### config.mk
export PLATFORM = sky130hd
export DESIGN_NAME = amp_protection_fault_supervisor
export DESIGN_NICKNAME = d
export VERILOG_FILES = /design/src/hw/amp_guard_pkg.sv /design/src/hw/amp_protection_fault_supervisor.sv /design/src/hw/chan_guard.sv
export SDC_FILE = /design/constraint.sdc
export NUM_CORES = 1
export LEC_CHECK = 0
export BUFFER_PORTS_ARGS = -buffer_cell sky130_fd_sc_hd__buf_2
export CORE_UTILIZATION = 55
export DETAILED_ROUTE_END_ITERATION = 8
export GPL_ROUTABILITY_DRIVEN = 0
export PLACE_DENSITY = 0.72
export SYNTH_ARGS = -nofsm -noshare
export SYNTH_HDL_FRONTEND = slang
export SYNTH_SLANG_ARGS = --single-unit
### constraint.sdc
create_clock -name clk -period 2.3 [get_ports clk]
set_input_delay 0.345 -clock clk [delete_from_list [all_inputs] [get_ports clk]]
set_output_delay 0.345 -clock clk [all_outputs]
set_load 0.005 [all_outputs]
### src/hw/amp_guard_pkg.sv
package amp_guard_pkg;

  localparam int unsigned CLK_MHZ          = 250;
  localparam int unsigned CLIP_PULSE_NS    = 500;
  localparam int unsigned CLIP_PULSE_CYC   = (CLIP_PULSE_NS * CLK_MHZ + 999) / 1000;
  localparam int unsigned OVERLOAD_US      = 1700;
  localparam int unsigned OVERLOAD_CYC     = OVERLOAD_US * CLK_MHZ;
  localparam int unsigned RAMP_DOWN_CYC    = 1024;
  localparam int unsigned INJECT_EVERY     = 4;
  localparam int unsigned SYNC_LOSS_CYC    = 256;
  localparam int unsigned SHORT_STEP_CYC   = 64;
  localparam logic [7:0]  OVL_CNT_MAX      = 8'hFF;
  localparam logic [1:0]  CHAN_RESET_VAL   = 2'h0;

  typedef enum logic [1:0] {
    MODE_BRIDGED   = 2'b00,
    MODE_MIXED     = 2'b01,
    MODE_PARALLEL  = 2'b10,
    MODE_SINGLE    = 2'b11
  } out_mode_t;

  typedef enum logic [2:0] {
    ST_POWER_OFF   = 3'b000,
    ST_CHECK_GND   = 3'b001,
    ST_CHECK_RAIL  = 3'b010,
    ST_SHORT_HOLD  = 3'b011,
    ST_RUN         = 3'b100,
    ST_RAMP_DOWN   = 3'b101,
    ST_HELD        = 3'b110
  } seq_state_t;

  typedef struct packed {
    logic clip;
    logic over_current;
    logic dc_imbalance;
  } chan_sense_t;

  typedef struct packed {
    logic hi_z;
    logic inject;
    logic flip;
  } chan_ctrl_t;

endpackage

### src/hw/amp_protection_fault_supervisor.sv
`timescale 1ns/1ps
// Overview of operation
// (RQ1) Saturated channel gets narrow injected pulses every fourth frame.
// (RQ2) Clipping shows as pulses on warning pin, self clearing.
// (RQ3) DC imbalance bumps overload counter; full counter shuts channel down.
// (RQ4) DC protection off in paralleled bridge and single-ended modes.
// (RQ5) Pin short check only at power-up, never later.
// (RQ6) Found short keeps all bridges high impedance until gone, then continue.
// (RQ7) Short check: ground step first, then rail step.
// (RQ8) During check alert held low and reset input ignored.
// (RQ9) Reset never restarts check; check skipped in single-ended mode.
// (RQ10) Above warn temperature warning pin low; no output effect, self clears.
// (RQ11) Above shutdown temperature all high impedance, alert low, latched until reset.
// (RQ12) Power-on clearing resets overload circuit before operation.
// (RQ13) Undervoltage forces high impedance and alert low, resumes automatically.
// (RQ14) Channel fault stops its channel; global fault stops all, alert low.
// (RQ15) Reset low forces alert high regardless of faults.
// (RQ16) Current limiting beyond 1.7 ms latches channel shutdown until reset.
// (RQ17) Cycle current limit flips bridge for rest of frame, unreported.
// (RQ18) Latched overcurrent mode shuts channel at once, reported, until reset.
// (RQ19) Lost sync clock in slave mode: high impedance, unreported, self recovers.
// (RQ20) Reset low ramps down then high impedance; pulldowns on in all modes.
// (RQ21) Bridged modes use weak pulldowns under reset for bootstrap charging.
// (RQ22) Controller raises reset at least 4 ms after alert falls; the test host_model waits only 400 cycles (1.6 us).
// (RQ23) Alert and warning outputs are active-low open drain.
module amp_protection_fault_supervisor
  import amp_guard_pkg::*;
#(
  parameter int unsigned CHANNELS        = 4,
  parameter int unsigned OVERLOAD_CYCLES = OVERLOAD_CYC
) (
  input  wire logic          clk,
  input  wire logic          rst_n,
  input  wire logic          amp_reset_n,
  input  wire logic [1:0]    out_mode,
  input  wire logic          slave_mode,
  input  wire logic          sync_clock_pair,
  input  wire logic          frame_tick,
  input  wire logic          latch_mode,
  input  wire logic          heat_warning,
  input  wire logic          heat_shutdown,
  input  wire logic          low_supply_guard,
  input  wire logic          short_to_gnd,
  input  wire logic          short_to_rail,
  input  wire chan_sense_t [CHANNELS-1:0] sense,
  output chan_ctrl_t [CHANNELS-1:0]       ctrl,
  output logic               ramp_down,
  output logic               pulldown_en,
  output logic               weak_pulldown_en,
  output logic               pin_short_check,
  output logic               fault_n_o,
  output logic               fault_n_oe,
  output logic               clip_heat_warn_n_o,
  output logic               clip_heat_warn_n_oe
);

  // Two-flop synchronisers for pins from outside the clock domain
  logic [6:0] s1_q, s2_q;
  always_ff @(posedge clk) begin
    if (!rst_n) begin
      // Idle pin levels, so no false short or heat latch follows reset
      s1_q <= 7'h00;
      s2_q <= 7'h00;
    end else begin
      s1_q <= {amp_reset_n, heat_warning, heat_shutdown, low_supply_guard,
               short_to_gnd, short_to_rail, sync_clock_pair};
      s2_q <= s1_q;
    end
  end
  logic rst_pin, warm, hot, low_sup, sh_gnd, sh_rail, sync_s;
  assign {rst_pin, warm, hot, low_sup, sh_gnd, sh_rail, sync_s} = s2_q;

  seq_state_t  st_q,   st_d;
  logic [15:0] cnt_q,  cnt_d;
  logic        hot_latch_q, hot_latch_d;
  logic        sync_prev_q;
  logic [15:0] sync_idle_q, sync_idle_d;
  logic        clear_ch;
  logic [CHANNELS-1:0] ch_latched;
  logic        dc_en;
  logic        is_bridged;
  logic        sync_lost;
  logic        global_off;

  assign is_bridged = (out_mode_t'(out_mode) == MODE_BRIDGED) || (out_mode_t'(out_mode) == MODE_PARALLEL);
  assign dc_en = (out_mode_t'(out_mode) == MODE_BRIDGED) || (out_mode_t'(out_mode) == MODE_MIXED); // RQ4

  always_comb begin
    st_d        = st_q;
    cnt_d       = cnt_q;
    hot_latch_d = hot_latch_q;
    clear_ch    = 1'b0;
    if (hot) begin
      hot_latch_d = 1'b1; // RQ11
    end
    case (st_q)
      ST_POWER_OFF: begin
        clear_ch = 1'b1; // RQ12
        cnt_d    = 16'h0;
        // Check runs once from power-up only
        st_d     = is_bridged ? ST_CHECK_GND : ST_HELD; // RQ5 RQ9
      end
      ST_CHECK_GND: begin
        // Reset pin is not looked at in any check state
        if (sh_gnd) begin
          st_d = ST_SHORT_HOLD; // RQ6
        end else if (cnt_q == 16'(SHORT_STEP_CYC - 1)) begin
          st_d  = ST_CHECK_RAIL; // RQ7
          cnt_d = 16'h0;
        end else begin
          cnt_d = cnt_q + 16'h1;
        end
      end
      ST_CHECK_RAIL: begin
        if (sh_rail) begin
          st_d = ST_SHORT_HOLD; // RQ6
        end else if (cnt_q == 16'(SHORT_STEP_CYC - 1)) begin
          st_d  = ST_HELD;
          cnt_d = 16'h0;
        end else begin
          cnt_d = cnt_q + 16'h1;
        end
      end
      ST_SHORT_HOLD: begin
        // Retry the whole sequence once the short clears
        if (!sh_gnd && !sh_rail) begin
          st_d  = ST_CHECK_GND; // RQ6
          cnt_d = 16'h0;
        end
      end
      ST_HELD: begin
        clear_ch    = 1'b1; // RQ16 RQ18
        hot_latch_d = hot;
        if (rst_pin) begin
          st_d = ST_RUN;
        end
      end
      ST_RUN: begin
        if (!rst_pin) begin
          st_d  = ST_RAMP_DOWN; // RQ20
          cnt_d = 16'h0;
        end
      end
      ST_RAMP_DOWN: begin
        if (cnt_q == 16'(RAMP_DOWN_CYC - 1)) begin
          st_d = ST_HELD; // RQ20
        end else begin
          cnt_d = cnt_q + 16'h1;
        end
      end
      default: st_d = ST_POWER_OFF;
    endcase
  end

  // Sync activity watch: any edge restarts the idle count
  always_comb begin
    sync_idle_d = sync_idle_q;
    if (sync_s != sync_prev_q) begin
      sync_idle_d = 16'h0;
    end else if (sync_idle_q != 16'(SYNC_LOSS_CYC)) begin
      sync_idle_d = sync_idle_q + 16'h1;
    end
  end
  assign sync_lost = slave_mode && (sync_idle_q == 16'(SYNC_LOSS_CYC)); // RQ19

  always_ff @(posedge clk) begin
    if (!rst_n) begin
      st_q        <= ST_POWER_OFF;
      cnt_q       <= 16'h0;
      hot_latch_q <= 1'b0;
      sync_prev_q <= 1'b0;
      sync_idle_q <= 16'h0;
    end else begin
      st_q        <= st_d;
      cnt_q       <= cnt_d;
      hot_latch_q <= hot_latch_d;
      sync_prev_q <= sync_s;
      sync_idle_q <= sync_idle_d;
    end
  end

  logic running;
  logic in_check;
  assign running    = (st_q == ST_RUN) || (st_q == ST_RAMP_DOWN);
  assign in_check   = (st_q == ST_CHECK_GND) || (st_q == ST_CHECK_RAIL) || (st_q == ST_SHORT_HOLD);
  assign global_off = !running || hot_latch_q || low_sup || sync_lost; // RQ11 RQ13 RQ14 RQ19

  chan_ctrl_t [CHANNELS-1:0] ch_raw;
  genvar g;
  generate
    for (g = 0; g < CHANNELS; g++) begin : g_ch
      chan_guard #(
        .OVERLOAD_CYCLES (OVERLOAD_CYCLES)
      ) u_chan (
        .clk        (clk),
        .rst_n      (rst_n),
        .clear      (clear_ch),
        .frame_tick (frame_tick),
        .latch_mode (latch_mode),
        .dc_enable  (dc_en),
        .sense      (sense[g]),
        .ctrl       (ch_raw[g]),
        .latched    (ch_latched[g])
      );
    end
  endgenerate

  // Registered outputs; per-channel shutdown is local only
  chan_ctrl_t [CHANNELS-1:0] ctrl_q;
  logic fault_q, warn_q, pd_q, wpd_q, chk_q, ramp_q;
  logic [7:0] clip_cnt_q;
  logic clip_any;

  // Passed as argument so the assign wakes on every channel
  function automatic logic ch_raw_clip(input chan_sense_t [CHANNELS-1:0] s);
    logic r;
    r = 1'b0;
    for (int i = 0; i < CHANNELS; i++) begin
      r = r | s[i].clip;
    end
    return r;
  endfunction

  assign clip_any = ch_raw_clip(sense);

  always_ff @(posedge clk) begin
    if (!rst_n) begin
      ctrl_q     <= '0;
      fault_q    <= 1'b1;
      warn_q     <= 1'b1;
      pd_q       <= 1'b1;
      wpd_q      <= 1'b0;
      chk_q      <= 1'b0;
      ramp_q     <= 1'b0;
      clip_cnt_q <= 8'h00;
    end else begin
      for (int i = 0; i < CHANNELS; i++) begin
        ctrl_q[i].hi_z   <= ch_raw[i].hi_z || global_off; // RQ14
        ctrl_q[i].inject <= ch_raw[i].inject && !global_off; // RQ1
        ctrl_q[i].flip   <= ch_raw[i].flip && !global_off; // RQ17
      end
      // Clip pulse stretched to at least the minimum width
      if (clip_any) begin
        clip_cnt_q <= 8'(CLIP_PULSE_CYC); // RQ2
      end else if (clip_cnt_q != 8'h00) begin
        clip_cnt_q <= clip_cnt_q - 8'h01;
      end
      warn_q <= !(warm || clip_any || clip_cnt_q != 8'h00); // RQ2 RQ10
      chk_q  <= in_check;
      if (in_check) begin
        fault_q <= 1'b0; // RQ8
      end else if (!rst_pin) begin
        fault_q <= 1'b1; // RQ15
      end else begin
        fault_q <= !(hot_latch_q || low_sup || (|ch_latched)); // RQ14 RQ16 RQ18
      end
      ramp_q <= (st_q == ST_RAMP_DOWN); // RQ20
      // Pulldowns follow the pin through ramp down too, not only once idle
      pd_q   <= !rst_pin && !in_check; // RQ20
      wpd_q  <= !rst_pin && !in_check && is_bridged; // RQ21
    end
  end

  assign ctrl             = ctrl_q;
  assign ramp_down        = ramp_q;
  assign pulldown_en      = pd_q;
  assign weak_pulldown_en = wpd_q;
  assign pin_short_check  = chk_q;
  // Open drain: only ever pulls low
  assign fault_n_o           = 1'b0; // RQ23
  assign fault_n_oe          = !fault_q; // RQ23
  assign clip_heat_warn_n_o  = 1'b0;
  assign clip_heat_warn_n_oe = !warn_q; // RQ23

endmodule // amp_protection_fault_supervisor

### src/hw/chan_guard.sv
`timescale 1ns/1ps
module chan_guard
  import amp_guard_pkg::*;
#(
  parameter int unsigned OVERLOAD_CYCLES = OVERLOAD_CYC
) (
  input  wire logic        clk,
  input  wire logic        rst_n,
  input  wire logic        clear,
  input  wire logic        frame_tick,
  input  wire logic        latch_mode,
  input  wire logic        dc_enable,
  input  wire chan_sense_t sense,
  output chan_ctrl_t       ctrl,
  output logic             latched
);

  logic [1:0]  frame_q,   frame_d;
  logic [7:0]  ovl_q,     ovl_d;
  logic [31:0] lim_q,     lim_d;
  logic        latched_q, latched_d;
  logic        flip_q,    flip_d;
  logic        hit_q,     hit_d;
  logic        inj_q,     inj_d;

  always_comb begin
    frame_d   = frame_q;
    ovl_d     = ovl_q;
    lim_d     = lim_q;
    latched_d = latched_q;
    flip_d    = flip_q;
    hit_d     = hit_q;
    inj_d     = 1'b0;
    if (frame_tick) begin
      frame_d = frame_q + 2'h1;
      flip_d  = 1'b0;
      hit_d   = 1'b0;
      // Quarter-rate pulses keep activity alive while saturated
      inj_d   = (sense.clip || hit_q) && (frame_q == 2'(INJECT_EVERY - 1)); // RQ1
      if (!hit_q && ovl_q != 8'h00) begin
        ovl_d = ovl_q - 8'h01;
      end
    end
    if (sense.over_current && !latched_q) begin
      if (latch_mode) begin
        latched_d = 1'b1; // RQ18
      end else begin
        flip_d = 1'b1; // RQ17
        if (!hit_q && ovl_q != OVL_CNT_MAX) begin
          ovl_d = ovl_q + 8'h01;
        end
        hit_d = 1'b1;
      end
    end
    if (dc_enable && sense.dc_imbalance && frame_tick && ovl_q != OVL_CNT_MAX) begin
      ovl_d = ovl_q + 8'h01; // RQ3
    end
    if (ovl_q == OVL_CNT_MAX) begin
      latched_d = 1'b1; // RQ3
    end
    // Limit time counts from first hit, reset by a clean frame
    if (hit_q || sense.over_current) begin
      lim_d = (lim_q < OVERLOAD_CYCLES) ? lim_q + 32'h1 : lim_q;
    end else if (frame_tick) begin
      lim_d = 32'h0;
    end
    if (lim_q >= OVERLOAD_CYCLES) begin
      latched_d = 1'b1; // RQ16
    end
    if (clear) begin
      ovl_d     = 8'h00; // RQ12
      lim_d     = 32'h0;
      latched_d = 1'b0;
      flip_d    = 1'b0;
      hit_d     = 1'b0;
    end
  end

  always_ff @(posedge clk) begin
    if (!rst_n) begin
      frame_q   <= CHAN_RESET_VAL;
      ovl_q     <= 8'h00;
      lim_q     <= 32'h0;
      latched_q <= 1'b0;
      flip_q    <= 1'b0;
      hit_q     <= 1'b0;
      inj_q     <= 1'b0;
    end else begin
      frame_q   <= frame_d;
      ovl_q     <= ovl_d;
      lim_q     <= lim_d;
      latched_q <= latched_d;
      flip_q    <= flip_d;
      hit_q     <= hit_d;
      inj_q     <= inj_d;
    end
  end

  assign ctrl.hi_z   = latched_q;
  assign ctrl.inject = inj_q && !latched_q;
  assign ctrl.flip   = flip_q && !latched_q;
  assign latched     = latched_q;

endmodule // chan_guard

# Yosys cells after proc, flatten, opt, wreduce, memory -nomap -nowiden
# Cells that the tools add are included.
# totals
ramBits,0
memories,0
word_cells,346
input_bits,26
register_bits,261
rom_bits,0
latchBits,0
# classes
reduce_logical,128
n_lt_le_gt_ge,8
n_eq_ne,38
div_mod_pow,0
n_mul,0
bitwise_logic,4
muxes,94
n_shift,0
add_sub_neg,19
# op_table
cell,count
2-to-1 mux 32 bit,9
2-to-1 mux 8 bit,24
"adder 32 x 1 -> 32 bit, second input constant",4
"greater-or-equal comparator 32 x 19 -> 1 bit, second input constant",4
"less-than comparator 32 x 19 -> 1 bit, second input constant",4
2-to-1 mux 16 bit,6
case mux 16 bit (6 select lines),1
logical AND 1 bit,48
2-to-1 mux 1 bit,42
nonzero test 8 bit,5
"subtractor 8 x 1 -> 8 bit, second input constant",5
"adder 16 x 1 -> 16 bit, second input constant",2
"adder 8 x 1 -> 8 bit, second input constant",4
"== test 8 bit, second input constant",4
"!= test 8 bit, second input constant",4
2-to-1 mux 3 bit,9
logical OR 1 bit,24
nonzero test 3 bit,8
"!= test 2 bit, second input constant",11
case mux 3 bit (7 select lines),1
logical NOT 1 bit,18
AND reduction 2 bit,9
"== test 16 x 10 -> 1 bit, second input constant",1
"== test 16 x 6 -> 1 bit, second input constant",1
other kinds (20),43

# Logic depth before layout (Yosys ltp)
# logic_depth
ltp_word,8
depth_mapped,9
depth_no_buf,7

# By module
# Synthesis repeated with hierarchy kept, for this count alone.
# unflattened
cells_unflattened,1448
area_unflattened_um2,12599.6
# modules_own_cells
mod,instances,area_per_inst_um2,cells_each,seq_area_each_um2
chan_guard at g_ch[0].u_chan ...,2,2321.0,271,920.9
amp_protection_fault_supervisor,1,3423.3,375,1541.5
chan_guard at g_ch[1].u_chan,1,2323.5,275,920.9
chan_guard at g_ch[3].u_chan,1,2210.9,256,920.9

# Least setup slack after synthesis
# OpenSTA, ideal clock, no wires.
# synth_path
kind,register to register
start,reg cnt_q[0]
end,reg cnt_q[1]
period_less_slack_ns,2.112
path_buffers,3
slack_ns,0.188
t_required_ns,2.230
path_stages_with_launch,10
arrival_ns,2.042
setup_ns,0.070
cell_sequence,dfxtp_1 ha_1 inv_1 nor4_1 and3b_1 clkbuf_1 clkbuf_1 buf_2 o21ai_0 a21oi_1
# synth_via
elab_chain_len,4
# synth_lines
element,line_no,source
start: declaration,amp_protection_fault_supervisor.sv:74,"logic [15:0] cnt_q, cnt_d;"
start signal: assignment,amp_protection_fault_supervisor.sv:175,cnt_q <= cnt_d;
adder 16 x 1 -> 16 bit or == test 16 x 6 -> 1 bit (tied branches),--,
2-to-1 mux 16 bit,"amp_protection_fault_supervisor.sv:107, amp_protection_fault_supervisor.sv:117",
2-to-1 mux 16 bit (on tied branches),"amp_protection_fault_supervisor.sv:115, amp_protection_fault_supervisor.sv:105",
case mux 16 bit (6 select lines),amp_protection_fault_supervisor.sv:96,case (st_q)
# Several ways; a longest one is shown, not always the timed one. The select of a mux whose other input is x is not followed.
# A chain may end at the register's enable or synchronous reset.

# Worst setup path after layout
# layout_path
start,reg clip_cnt_q[0]
end,reg clip_cnt_q[6]
# layout_via
elab_chain_len,3
# layout_lines
element,line_no,source
start: declaration,amp_protection_fault_supervisor.sv:211,logic [7:0] clip_cnt_q;
start signal: assignment,amp_protection_fault_supervisor.sv:244,clip_cnt_q <= 8'(CLIP_PULSE_CYC);
start signal: assignment,amp_protection_fault_supervisor.sv:246,clip_cnt_q <= clip_cnt_q - 8'h01;
subtractor 8 x 1 -> 8 bit,amp_protection_fault_supervisor.sv:246,
2-to-1 mux 7 bit,amp_protection_fault_supervisor.sv:245,end else if (clip_cnt_q != 8'h00) begin
2-to-1 mux 7 bit,amp_protection_fault_supervisor.sv:243,if (clip_any) begin
# Several ways; a longest one is shown, not always the timed one. The select of a mux whose other input is x is not followed.

==> results.md <==
- Max Freq: 451 MHz
- Later-pin clock latency in the skew report: ~0.56 ns
- Startpoint types: flop
- Total track usage: between 20% and 30%
- Sequential Power Share: 38.3%
- Post-synthesis cell type count: 69
- Commonest cells after routing, fill and taps aside: dfxtp_1, nor2_1, nand2_1
- Initial antenna violation count: 2
- Starting density of the core: 56.3%
- Seq/Total Area, Yosys: between 40% and 50%
- Setup TNS: 0 ns
- R2R Setup Slk: 0.08 ns
- Peak VDD IR: roughly 0.75 mV
- Commonest non-fill, non-tap cell in the layout: dfxtp_1
- Avg Vias per Cell: 5.89
- Final-report hold violation count: 0
- CTS tree: built
- Cell Area, Synth: 12,400 um2
- Avg WL per Cell: 15.2 um
- Final Critical Period: 2.22 ns
- Worst-margin pin slew: 0.905 ns
- Fin crit share: 96.4%
- Lkg Pwr: 5.36 nW
- Max Slew Vio Count: 0
- Post-Syn Instances: 1,456
- Die Span Y: 152 um
- Die ar.: 23,100 um2
- Die X: 152 um
- CTS Sinks: 261
- Nets@finish: 1,589
- FF+latch count, synth: ~260
- Failing checks: DRC
- Comb power frac: between 20% and 30%
- Largest net degree at the start of global routing: 38
- Critical Path Fanout Max: 4
- Inserted Clock Buffers: 28
- Clock power share: 35.0%
- Clock Skew: just over 0.02 ns
- DRT iter0 DRCs: 607
- H-tree depth: 1
- Synthesis Warnings: 0
- Worst EP required: 2.79 ns
- Fill count: between 1,500 and 2,000
- Ys async rst share: 0%
- Placement Rows: 54
- Final Setup Violations: 0
- DP Wirelength: 19.4 mm
- Vias in the first global route: 9,988
- ANT nets after route: 0
- TritonRoute pass-1 iters: 7
- CP Capture Type: flop
- Global-route wire length before repair: between 40 and 50 mm
- Power per cell area: between 900 and 1000 nW/um2
- Worst hold path type: input pin to flop
- Net Sw Frac: 32.2%
- Post-synth EDFFs: 0
- Clock slew at reported path FFs: approximately 0.060 ns
- Placeable Area: 22,000 um2
- DR vias: approximately 11,000
- CP arrival: 2.70 ns
- CTS Buffer Depth: 3
- Critical path class: flop to flop
- Core Util, Final: around two thirds
- Final WL: 28.0 mm
- PortBufs: 43
- P_sw: about 0.0044 W
- Prevailing post-synth register cell: dfxtp_1
- Drt drc: 8
- Max cap viols: 0
- Status: complete, but fails checks
- Layout cells sized above 1: a little over an eighth
- P_int: a little over 0.009 W
- Root buf cell: clkbuf_16
- Congestion Overflow GR: 0
- RSZ-0062 raised after global routing: no
- Area Growth Syn to Fin: 16.2%
- I/O Pins: 46
- Slew margin rel.: 39.5%
- Syn_area_per_cell: 8.49 um2
==> worst paths after layout <==
| check | from | to | cells past startpoint |
|---|---|---|---|
| max | clip_cnt_q[0] | clip_cnt_q[6] | 6 |
| min | out_mode[0] | weak_pulldown_en | 2 |
| max reg2reg | clip_cnt_q[0] | clip_cnt_q[6] | 6 |
| min reg2reg | s1_q[2] | s2_q[2] | 1 |
==> area by class of cell <==
cell class | instances | area (um2) | area share [%]
antenna | 2 | 5.00 | 0.0349
multi-input combinational | 1072 | 6720 | 46.8
sequential | 261 | 5230 | 36.4
clock buffer | 43 | 867 | 6.04
clock inverter | 7 | 141 | 0.985
tap | 280 | 350 | 2.44
timing repair buffer | 125 | 877 | 6.11
inverter | 47 | 176 | 1.23
==> registers in the layout, summed over array words and instances (netlist names), 3 cells and up <==
signal	count
g_ch.u_chan.latched	4
sync_idle_q	16
g_ch.u_chan.flip_q	4
g_ch.u_chan.ovl_q	32
s2_q	7
s1_q	7
g_ch.u_chan.inj_q	4
g_ch.u_chan.hit_q	4
g_ch.u_chan.lim_q	128
clip_cnt_q	8
ctrl	12
cnt_q	16
st_q	3
g_ch.u_chan.frame_q	8
==> through the flow <==
stage	power [W]	setup slack (ns)	hold slack, ns	cell area, um2	instances
after floorplan	0.00780	0.188	0.412	12400	1457
after CTS	0.0137	0.0402	0.00422	14300	1834
after global routing	0.0144	0.00167	0.0236	14400	1836
final	0.0136	0.0830	0.0231	14400	1837
after detailed placement	0.00890	0.0592	0.417	13200	1777
after global placement	0.00882	0.101	0.414	13200	1777
==> synthesized netlist by cell type (7+ instances only) <==
cell	instances	area (um2)
a2111o_1	7	78.8
a211oi_1	10	75.1
a21oi_1	89	445
a31oi_1	9	56.3
and2_1	49	307
and3_1	43	269
and4_1	12	105
buf_1	7	26.3
clkbuf_1	65	244
dfxtp_1	261	5230
ha_1	28	350
inv_1	46	173
mux2i_1	31	310
nand2_1	107	402
nand2b_1	23	144
nand3_1	88	440
nand4_1	46	288
nor2_1	121	454
nor2b_1	8	50.1
nor3_1	43	215
nor3b_1	14	105
nor4_1	35	219
nor4b_1	14	123
o2111ai_1	18	158
o211ai_1	16	120
o21a_1	9	67.6
o21ai_0	48	240
o31ai_1	19	143
or2_2	12	75.1
or3_1	33	206
or4_1	28	210
xnor2_1	30	263
xor2_1	15	131
==> timing repair <==
action / 4_1_cts / 5_1_grt
endpoints found under the setup margin: 0 / 32
hold endpoints to repair: 7 / 0
resized for setup: 0 / 9
hold buffers: 7 / 0
setup buffers: 0 / 1
==> logic make-up after synthesis <==
group / after synthesis / synth area share (%)
simple gates: 696 / 30.8
compound gates: 269 / 14.4
flops: 261 / 42.3
buf+inv: 124 / 3.86
xor+xnor: 45 / 3.19
mux: 32 / 2.60
fa+ha+maj: 28 / 2.84
other cells: 1 / 0.0303
==> per-layer routing <==
metal | vias to the layer above | GRT usage, % | share of wire (%) | routed length, um
met2 | 225 | 40.2 | 46 | 13000
met5 | - | 0 | 0 | 0
li1 | 5494 | - | - | -
met1 | 5059 | 32.4 | 47 | 13200
met4 | 0 | 6.71 | 2.1 | 586
met3 | 51 | 3.34 | 4.3 | 1210
==> power by group through the flow <==
stage	combinational [W]	clock (W)	sequential, W
6_report	0.00365	0.00477	0.00521
5_1_grt	0.00408	0.00502	0.00528
4_1_cts	0.00363	0.00484	0.00521
3_5_place_dp	0.00360	0	0.00530
3_3_place_gp	0.00353	0	0.00530
2_1_floorplan	0.00262	0	0.00518
==> worst max-delay path, stage by stage (launching register included) <==
cell and delay [ns]:
dfxtp_1 0.31, inv_1 0.08, ha_1 0.19, or3b_2 0.51
or3_1 0.40, or3b_2 0.49, a31oi_1 0.17
Note: power is estimated with default switching activity, not from simulation.
